[src/post_proc_cfg.svh]
// Constants for the post-processing path
`ifndef POST_PROC_CFG_SVH
`define POST_PROC_CFG_SVH
`define PP_ADDR_OUT_RATE 8'h02
`define PP_ADDR_EXTRA_LSB 8'h68
`define PP_ADDR_DUAL_EN 8'h79
`define PP_ADDR_CHAIN_A_LO 8'h7a
`define PP_ADDR_CHAIN_A_HI 8'h7b
`define PP_ADDR_CHAIN_B 8'h7c
`define PP_ADDR_VARIANT 8'h81
`define PP_ADDR_STATUS 8'hd0
`define PP_BIT_DUAL_EN 0
`define PP_BIT_CHAIN_A0 0
`define PP_BIT_REALIGN_EN 7
`define PP_BIT_EXTRA_LSB 0
`define PP_BIT_BAND 0
`define PP_BIT_VARIANT 1
`define PP_BIT_OCTAL 2
`define PP_BIT_CW 3
`define PP_BIT_CONV 4
`define PP_BIT_SINGLE 5
`define PP_REALIGN_LAT 59
`define PP_MAX_STAGES 9
`define PP_MAX_STAGES_DUAL 8
`endif

[src/post_proc_pkg.sv]
// Types for the post-processing path
package post_proc_pkg;
	typedef enum logic [2:0] {
		MODE_SINGLE = 3'b001,
		MODE_DUAL = 3'b010,
		MODE_OCTAL = 3'b100
	} chan_mode_t;
endpackage

[src/adc_post_processing.sv]
// Realignment and cascaded 2x decimation after the converter core
`timescale 1ns/1ps
`include "post_proc_cfg.svh"
module adc_post_processing
	import post_proc_pkg::*;
#(
	parameter int DATA_W = 16,
	parameter int STAGES = `PP_MAX_STAGES,
	parameter bit HAS_EXTRA_LSB = 1'b1,
	parameter int LAT = `PP_REALIGN_LAT
)
(
	input wire logic mclk,
	input wire logic rstn,
	input wire logic [7:0] reg_addr,
	input wire logic [7:0] reg_wdata,
	input wire logic reg_wr,
	input wire logic reg_rd,
	output logic [7:0] reg_rdata,
	input wire logic [DATA_W-1:0] core_data,
	input wire logic [2:0] core_chan,
	input wire logic core_valid,
	output logic [DATA_W+1:0] out_a,
	output logic [DATA_W+1:0] out_b,
	output logic out_valid,
	output logic extra_lsb_active
);
	localparam int ACC_W = DATA_W + 12;
	typedef struct packed {
		logic [7:0] rdata;
		logic [7:0] out_rate;
		logic extra_lsb_enable;
		logic dual_path_enable;
		logic realign_enable;
		logic [8:0] chain_a_stage_enables;
		logic [7:0] chain_b_stage_enables;
		logic realign_band_select;
		logic realign_variant_select;
		logic octal_path_select;
		logic continuous_wave_summing;
		logic down_conversion;
		logic single_mode;
		logic [DATA_W-1:0] prev;
		logic [DATA_W-1:0] held_a;
		logic [DATA_W+2:0] cw_sum;
		logic [DATA_W-1:0] in_a;
		logic [DATA_W-1:0] in_b;
		logic in_v;
		logic [LAT-1:0][DATA_W-1:0] dl_a;
		logic [LAT-1:0][DATA_W-1:0] dl_b;
		logic [LAT-1:0] dl_v;
		logic [STAGES-1:0][ACC_W-1:0] acc_a;
		logic [STAGES-1:0][ACC_W-1:0] acc_b;
		logic [STAGES-1:0] phase;
		logic [DATA_W+1:0] oa;
		logic [DATA_W+1:0] ob;
		logic ov;
	} state_t;
	state_t s_r, s_nxt;
	chan_mode_t mode;
	logic realign_on;
	logic [3:0] n_stages;
	logic [DATA_W-1:0] interp;
	logic [DATA_W-1:0] ra, rb;
	logic rv;
	logic [ACC_W-1:0] va, vb;
	logic vv;
	logic [ACC_W-1:0] xa, xb;
	always_comb
	begin
		if (s_r.octal_path_select)
			mode = MODE_OCTAL;
		else if (s_r.single_mode)
			mode = MODE_SINGLE;
		else
			mode = MODE_DUAL;
	end
	// Realignment only legal when the selected filter matches the path
	assign realign_on = s_r.realign_enable && (mode != MODE_SINGLE) &&
		((mode == MODE_DUAL && !s_r.realign_variant_select &&
		s_r.dual_path_enable) ||
		(mode == MODE_OCTAL && s_r.realign_variant_select &&
		!s_r.realign_band_select));
	always_comb
	begin
		n_stages = 4'h0;
		for (int i = 0; i < STAGES; i++)
			if (s_r.chain_a_stage_enables[i])
				n_stages = n_stages + 4'h1;
	end
	// Half-sample interpolation between neighbour samples of one channel
	// In the high band the neighbour term is inverted to follow aliasing
	always_comb
	begin
		if (s_r.realign_band_select)
			interp = DATA_W'((({s_r.prev[DATA_W-1], s_r.prev} -
				{s_r.in_a[DATA_W-1], s_r.in_a}) >>> 1));
		else
			interp = DATA_W'((({s_r.prev[DATA_W-1], s_r.prev} +
				{s_r.in_a[DATA_W-1], s_r.in_a}) >>> 1));
	end
	always_comb
	begin
		if (realign_on)
		begin
			ra = s_r.dl_a[LAT-1];
			rb = s_r.dl_b[LAT-1];
			rv = s_r.dl_v[LAT-1];
		end
		else
		begin
			ra = s_r.in_a;
			rb = s_r.in_b;
			rv = s_r.in_v;
		end
	end
	assign xa = ACC_W'($signed(ra));
	assign xb = ACC_W'($signed(rb));
	always_comb
	begin
		s_nxt = s_r;
		s_nxt.rdata = 8'h00;
		s_nxt.in_v = 1'b0;
		if (reg_wr)
		begin
			unique case (reg_addr)
				`PP_ADDR_OUT_RATE: s_nxt.out_rate = reg_wdata;
				`PP_ADDR_EXTRA_LSB: s_nxt.extra_lsb_enable =
					reg_wdata[`PP_BIT_EXTRA_LSB] & HAS_EXTRA_LSB;
				`PP_ADDR_DUAL_EN: s_nxt.dual_path_enable =
					reg_wdata[`PP_BIT_DUAL_EN];
				`PP_ADDR_CHAIN_A_LO:
				begin
					s_nxt.chain_a_stage_enables[0] =
						reg_wdata[`PP_BIT_CHAIN_A0];
					s_nxt.realign_enable = reg_wdata[`PP_BIT_REALIGN_EN];
				end
				`PP_ADDR_CHAIN_A_HI: s_nxt.chain_a_stage_enables[8:1] = reg_wdata;
				`PP_ADDR_CHAIN_B: s_nxt.chain_b_stage_enables = reg_wdata;
				`PP_ADDR_VARIANT:
				begin
					s_nxt.realign_band_select = reg_wdata[`PP_BIT_BAND];
					s_nxt.realign_variant_select = reg_wdata[`PP_BIT_VARIANT];
					s_nxt.octal_path_select = reg_wdata[`PP_BIT_OCTAL];
					s_nxt.continuous_wave_summing = reg_wdata[`PP_BIT_CW];
					s_nxt.down_conversion = reg_wdata[`PP_BIT_CONV];
					s_nxt.single_mode = reg_wdata[`PP_BIT_SINGLE];
				end
				default: ;
			endcase
		end
		if (reg_rd)
		begin
			unique case (reg_addr)
				`PP_ADDR_OUT_RATE: s_nxt.rdata = s_r.out_rate;
				`PP_ADDR_EXTRA_LSB: s_nxt.rdata = {7'h00, s_r.extra_lsb_enable};
				`PP_ADDR_DUAL_EN: s_nxt.rdata = {7'h00, s_r.dual_path_enable};
				`PP_ADDR_CHAIN_A_LO: s_nxt.rdata = {s_r.realign_enable, 6'h00,
					s_r.chain_a_stage_enables[0]};
				`PP_ADDR_CHAIN_A_HI: s_nxt.rdata = s_r.chain_a_stage_enables[8:1];
				`PP_ADDR_CHAIN_B: s_nxt.rdata = s_r.chain_b_stage_enables;
				`PP_ADDR_VARIANT: s_nxt.rdata = {2'h0, s_r.single_mode,
					s_r.down_conversion, s_r.continuous_wave_summing,
					s_r.octal_path_select, s_r.realign_variant_select,
					s_r.realign_band_select};
				`PP_ADDR_STATUS: s_nxt.rdata = {3'h0, realign_on, n_stages};
				default: s_nxt.rdata = 8'h00;
			endcase
		end
		// Input capture: channel 0 goes to A, channel 1 to B (any nonzero channel in octal mode without CW summing); single mode puts every sample in A
		if (core_valid)
		begin
			if (mode == MODE_OCTAL && s_r.continuous_wave_summing)
			begin
				if (core_chan == 3'h0)
					s_nxt.cw_sum = (DATA_W+3)'($signed(core_data));
				else
					s_nxt.cw_sum = s_r.cw_sum +
						(DATA_W+3)'($signed(core_data));
				if (core_chan == 3'h7)
				begin
					// Sum scaled by eight so the word keeps its width
					s_nxt.in_a = DATA_W'((s_r.cw_sum +
						(DATA_W+3)'($signed(core_data))) >>> 3);
					s_nxt.in_b = '0;
					s_nxt.in_v = 1'b1;
				end
			end
			else if (mode == MODE_SINGLE)
			begin
				s_nxt.in_a = core_data;
				s_nxt.in_b = '0;
				s_nxt.in_v = 1'b1;
			end
			else if (core_chan == 3'h0)
				s_nxt.held_a = core_data;
			else if (core_chan == 3'h1 || mode == MODE_OCTAL)
			begin
				s_nxt.in_a = s_r.held_a;
				s_nxt.in_b = core_data;
				s_nxt.in_v = 1'b1;
			end
		end
		// Fixed delay line keeps the realigned path exactly LAT long
		s_nxt.dl_a[0] = interp;
		s_nxt.dl_b[0] = s_r.in_b;
		s_nxt.dl_v[0] = s_r.in_v;
		if (s_r.in_v)
			s_nxt.prev = s_r.in_a;
		for (int i = 1; i < LAT; i++)
		begin
			s_nxt.dl_a[i] = s_r.dl_a[i-1];
			s_nxt.dl_b[i] = s_r.dl_b[i-1];
			s_nxt.dl_v[i] = s_r.dl_v[i-1];
		end
		// Decimation: each enabled stage that is not skipped averages two words, halving rate
		va = xa;
		vb = xb;
		vv = rv;
		for (int i = 0; i < STAGES; i++)
		begin
			// Stage 0 and stage STAGES-1 are skipped whenever the mode is not single
			if (s_r.chain_a_stage_enables[i] && !(mode != MODE_SINGLE &&
				(i == 0 || i == STAGES-1)))
			begin
				if (vv)
				begin
					if (!s_r.phase[i])
					begin
						s_nxt.acc_a[i] = va;
						s_nxt.acc_b[i] = vb;
					end
					s_nxt.phase[i] = !s_r.phase[i];
					vv = s_r.phase[i];
					va = ACC_W'(($signed(s_r.acc_a[i]) + $signed(va)) >>> 1);
					vb = ACC_W'(($signed(s_r.acc_b[i]) + $signed(vb)) >>> 1);
				end
			end
			else
				s_nxt.phase[i] = 1'b0;
		end
		s_nxt.ov = vv;
		if (vv)
		begin
			// Extra LSBs are zero fill here; the bit dropped by the averaging is lost
			s_nxt.oa = s_r.extra_lsb_enable ? {va[DATA_W-1:0], 2'h0} :
				(DATA_W+2)'($signed(va[DATA_W-1:0]));
			if (mode == MODE_SINGLE && !s_r.down_conversion)
				s_nxt.ob = '0;
			else
				s_nxt.ob = s_r.extra_lsb_enable ? {vb[DATA_W-1:0], 2'h0} :
					(DATA_W+2)'($signed(vb[DATA_W-1:0]));
		end
	end
	always_ff @(posedge mclk or negedge rstn)
	begin
		if (!rstn)
			s_r <= '0;
		else
			s_r <= s_nxt;
	end
	assign reg_rdata = s_r.rdata;
	assign out_a = s_r.oa;
	assign out_b = s_r.ob;
	assign out_valid = s_r.ov;
	assign extra_lsb_active = s_r.extra_lsb_enable;
endmodule

[config.mk]
export PLATFORM = sky130hd
export DESIGN_NAME = adc_post_processing
export DESIGN_NICKNAME = d
export VERILOG_FILES = /design/src/post_proc_pkg.sv /design/src/adc_post_processing.sv
export VERILOG_INCLUDE_DIRS = /design/src
export SDC_FILE = /design/constraint.sdc
export NUM_CORES = 2
export LEC_CHECK = 0
export ABC_AREA = 1
export BUFFER_PORTS_ARGS = -buffer_cell sky130_fd_sc_hd__clkbuf_2
export CAP_MARGIN = 20
export CORE_ASPECT_RATIO = 0.9
export CORE_UTILIZATION = 40
export CTS_CLUSTER_DIAMETER = 50
export DETAILED_ROUTE_END_ITERATION = 7
export HOLD_SLACK_MARGIN = 0.1
export PLACE_DENSITY_LB_ADDON = 0.08
export SLEW_MARGIN = 10
export SYNTH_ARGS = -nofsm -noshare
export SYNTH_HDL_FRONTEND = slang
export SYNTH_SLANG_ARGS = --single-unit
[constraint.sdc]
create_clock -name mclk -period 25.4 [get_ports mclk]
set_input_delay 1.27 -clock mclk [delete_from_list [all_inputs] [get_ports mclk]]
set_output_delay 1.27 -clock mclk [all_outputs]
set_load 0.01 [all_outputs]
==> flow_summary.ini <==
[status]
status = completed

[worst_setup_path]
worstSetupEndpointType = flop
critPathMostFrequentCell = nand2_1
r2r_start = s_r[2586]
critPathMaxFanout = 64
critical_path_class = reg -> reg
critPathLaunch = s_r[2586]
crit_slowest_cell = o21ai_0
worstPathArrival_ns = 16.39
max_stage_delay_ns = 0.70
critPathRequiredTime_ns = 26.17
start_kind = flop

[sta]
setup_viol = 0
fin_crit_sh_pct = 61.5
fmax_mhz = 64.0
tightest_slew_ns = 1.06
slew_violations = 0
rsz0062_at_grt = false
min_period_ns = 15.63
fin_tns_setup_ns = 0
skew_ns = 0.0698
hold_violations = 0
maxSlewHeadroom_pct = 28.7

[floorplanning]
dieArea_mm2 = 0.228
die_x_um = 504
core_area_mm2 = 0.225
die_h_um = 453
initial_core_util_pct = 40.3
pin_count = 86
row_count = 165

[route]
routedWlPerCell_um = 17.0
final_antenna_net_count = 0
vias = 53700
drc_errors = 0
first_pass_iters = 6
drt_iter0_drc = 3758
wl_mm = 192
via_per_inst = 4.76

[yosys]
netlist_area_mm2 = 0.0906
synth_xor_area_share_pct = 2.77
synth_flop_cell = dfrtp_1
synth_nets = 8246
yosys.area_share.simple_pct = 11.5
synth.area.mux_share_pct = 0.159
ys_seq_area_share_pct = 68.0
synthArstFlopShare_pct = 100
netlist_instances = 7821
syn_avg_cell_area_um2 = 11.6
ys_seq_elements = 2463
synth_compound_area_share_pct = 8.32
synth_warnings = 0
synth_cell_types = 82
synth_top_family_by_area = simple AND/OR/NAND/NOR gates
synthAdderAreaFrac_pct = 5.48
synth_enable_flop_cells = 0

[cts]
numCtsBuffers = 299
cts_tree = done
cts_resized = 0
cts_root_buffer = clkbuf_16
clock-sinks = 2463
clk_pin_slew_ns = 0.06
hold_buffers = 0
htree_levels = 5
clock_latency_ns = 0.91
post-cts-setup-buffers = 0
clk_path_buf_depth = 4

[finish]
fin_area_mm2 = 0.104
stdcell_count = 11300
final_util_pct = 46.4
area_growth_pct = 15.2
num-nets-final = 8487
drive_above_1_share_pct = 10.4

[placement]
gp_congestion = 0.857
port_buffers = 85
dp_hpwl_mm = 131
place_area_mm2 = 0.0943
dp.cells = 10800

[global_route]
grt_start_max_net_pins = 180
gr-total-overflow = 0
antenna_found_initial = 9
grt_pass1_wl_mm = 311
track_usage_pct = 17.3
grt_pass1_vias = 54700

[power_and_ir_drop]
power_density_mw_per_mm2 = 97.3
total_power_w = 0.0102
vdd_drop_max_mv = 0.0742
p_leak_nw = 52.8

[worst_hold_path]
min_path_type = reg -> reg
min_from = s_nxt[2141]

[run]
max_cap_viol_count = 0
==> cell families after synthesis <==
group                    Yosys count
AND/OR/NAND/NOR                 2534
AO/OA/AOI/OAI                   1297
buffers and inverters            843
XOR/XNOR                         286
adder cells (fa/ha/maj)          385
flip-flops                      2463
multiplexers                      13
==> power by group <==
part | internal (W) | switching [W]
sequential | 0.00471 | 0.000251
clock | 0.00262 | 0.00159
combinational | 0.000304 | 0.000679
==> synthesized netlist by cell type, types with 10 or more instances <==
library cell     n  area share, %
a21oi_1        377            2.1
clkbuf_1       112           0.46
o21a_1          11          0.091
a31oi_1         35           0.24
o21ai_2         53           0.51
nand3b_1        13           0.11
a32oi_1         12           0.12
buf_2           26           0.14
inv_2           27           0.11
nor3_1          41           0.23
xnor2_1        107            1.0
dfrtp_1       2463             68
fa_1            20           0.44
a21boi_0        11          0.091
nand3_1        217            1.2
o21ai_1        137           0.76
mux2_2          11           0.14
nor4_1          10          0.069
buf_1           19          0.079
inv_1          597            2.5
nor2_1         273            1.1
a221oi_1        12           0.12
a21o_1          19           0.16
or2_2           31           0.21
o21ai_0        474            2.6
o211ai_1        12          0.099
nand2_2         35           0.24
o21bai_1        35           0.29
o221ai_1        16           0.15
nand4_1         26           0.18
a211oi_1        12          0.099
xor2_1         178            1.7
nand2_1       1844            7.6
buf_4           49           0.41
ha_1           365            5.0
==> state kept, by name, indices dropped and copies added (netlist names) <==
name              cells
out_a                18
extra_lsb_active      1
s_r                 486
s_nxt              1931
reg_rdata             8
out_b                18
out_valid             1
==> per-stage QoR <==
stage	worst slack (ns)	hold WS, ns
floorplan	12.94	0.331
global placement	9.85	0.331
detailed placement	9.84	0.335
CTS	9.75	0.303
global route	8.07	0.306
finish	9.77	0.301
==> cell type report <==
cell class	instances	area, µm²
clock inverters	99	1170
diodes	7	17.5
repair buffers	151	1070
inverters	632	2380
multi-input cells	4515	25600
clock buffers	418	8780
fillers	20300	120000
flip-flops and latches	2463	61600
well taps	3006	3760
==> worst max-delay path, delay by kind of cell (launching register included) <==
family / cells / cell delay [ns]
AO/OA/AOI/OAI: 26 / 6.12
buffers and inverters: 7 / 0.75
AND/OR/NAND/NOR: 34 / 3.64
flip-flops: 1 / 0.51
adder cells (fa/ha/maj): 9 / 3.13
XOR/XNOR: 8 / 1.26
==> metal layers <==
layer	track usage, %	vias up	share of wire (%)
li1	-	25800	-
met1	26.5	26600	51
met2	24.5	897	42
met3	3.02	352	4.1
met4	5.98	0	3.2
met5	0	-	0
==> worst paths after layout <==
| check | endpoint | slack, ns | cells after the start |
|---|---|---|---|
| max in group asynchronous | s_r[256] | 19.79 | 7 |
| hold / removal | s_nxt[2157] | 0.30 | 0 |
| setup / recovery | out_b[16] | 9.77 | 84 |
| hold reg to reg | s_nxt[2157] | 0.30 | 0 |
| min in group asynchronous | s_nxt[1138] | 0.38 | 1 |
| setup reg to reg | out_b[16] | 9.77 | 84 |
==> placed cells by master (no fill, tap or decap), types with 20 or more instances in the layout <==
master and instances:
a21oi_1 377, a31oi_1 35, buf_4 58, bufinv_16 21, clkbuf_1 44, clkbuf_16 308, clkbuf_2 84, clkbuf_8 66
clkinv_2 38, dfrtp_1 2463, fa_1 20, ha_1 365, inv_1 594, inv_2 32, nand2_1 1844, nand2_2 35
nand3_1 217, nand4_1 26, nor2_1 271, nor3_1 40, o21ai_0 474, o21ai_1 136, o21ai_2 54, o21bai_1 35
or2_2 31, xnor2_1 107, xor2_1 178
Power figures use the tool's default switching activity.
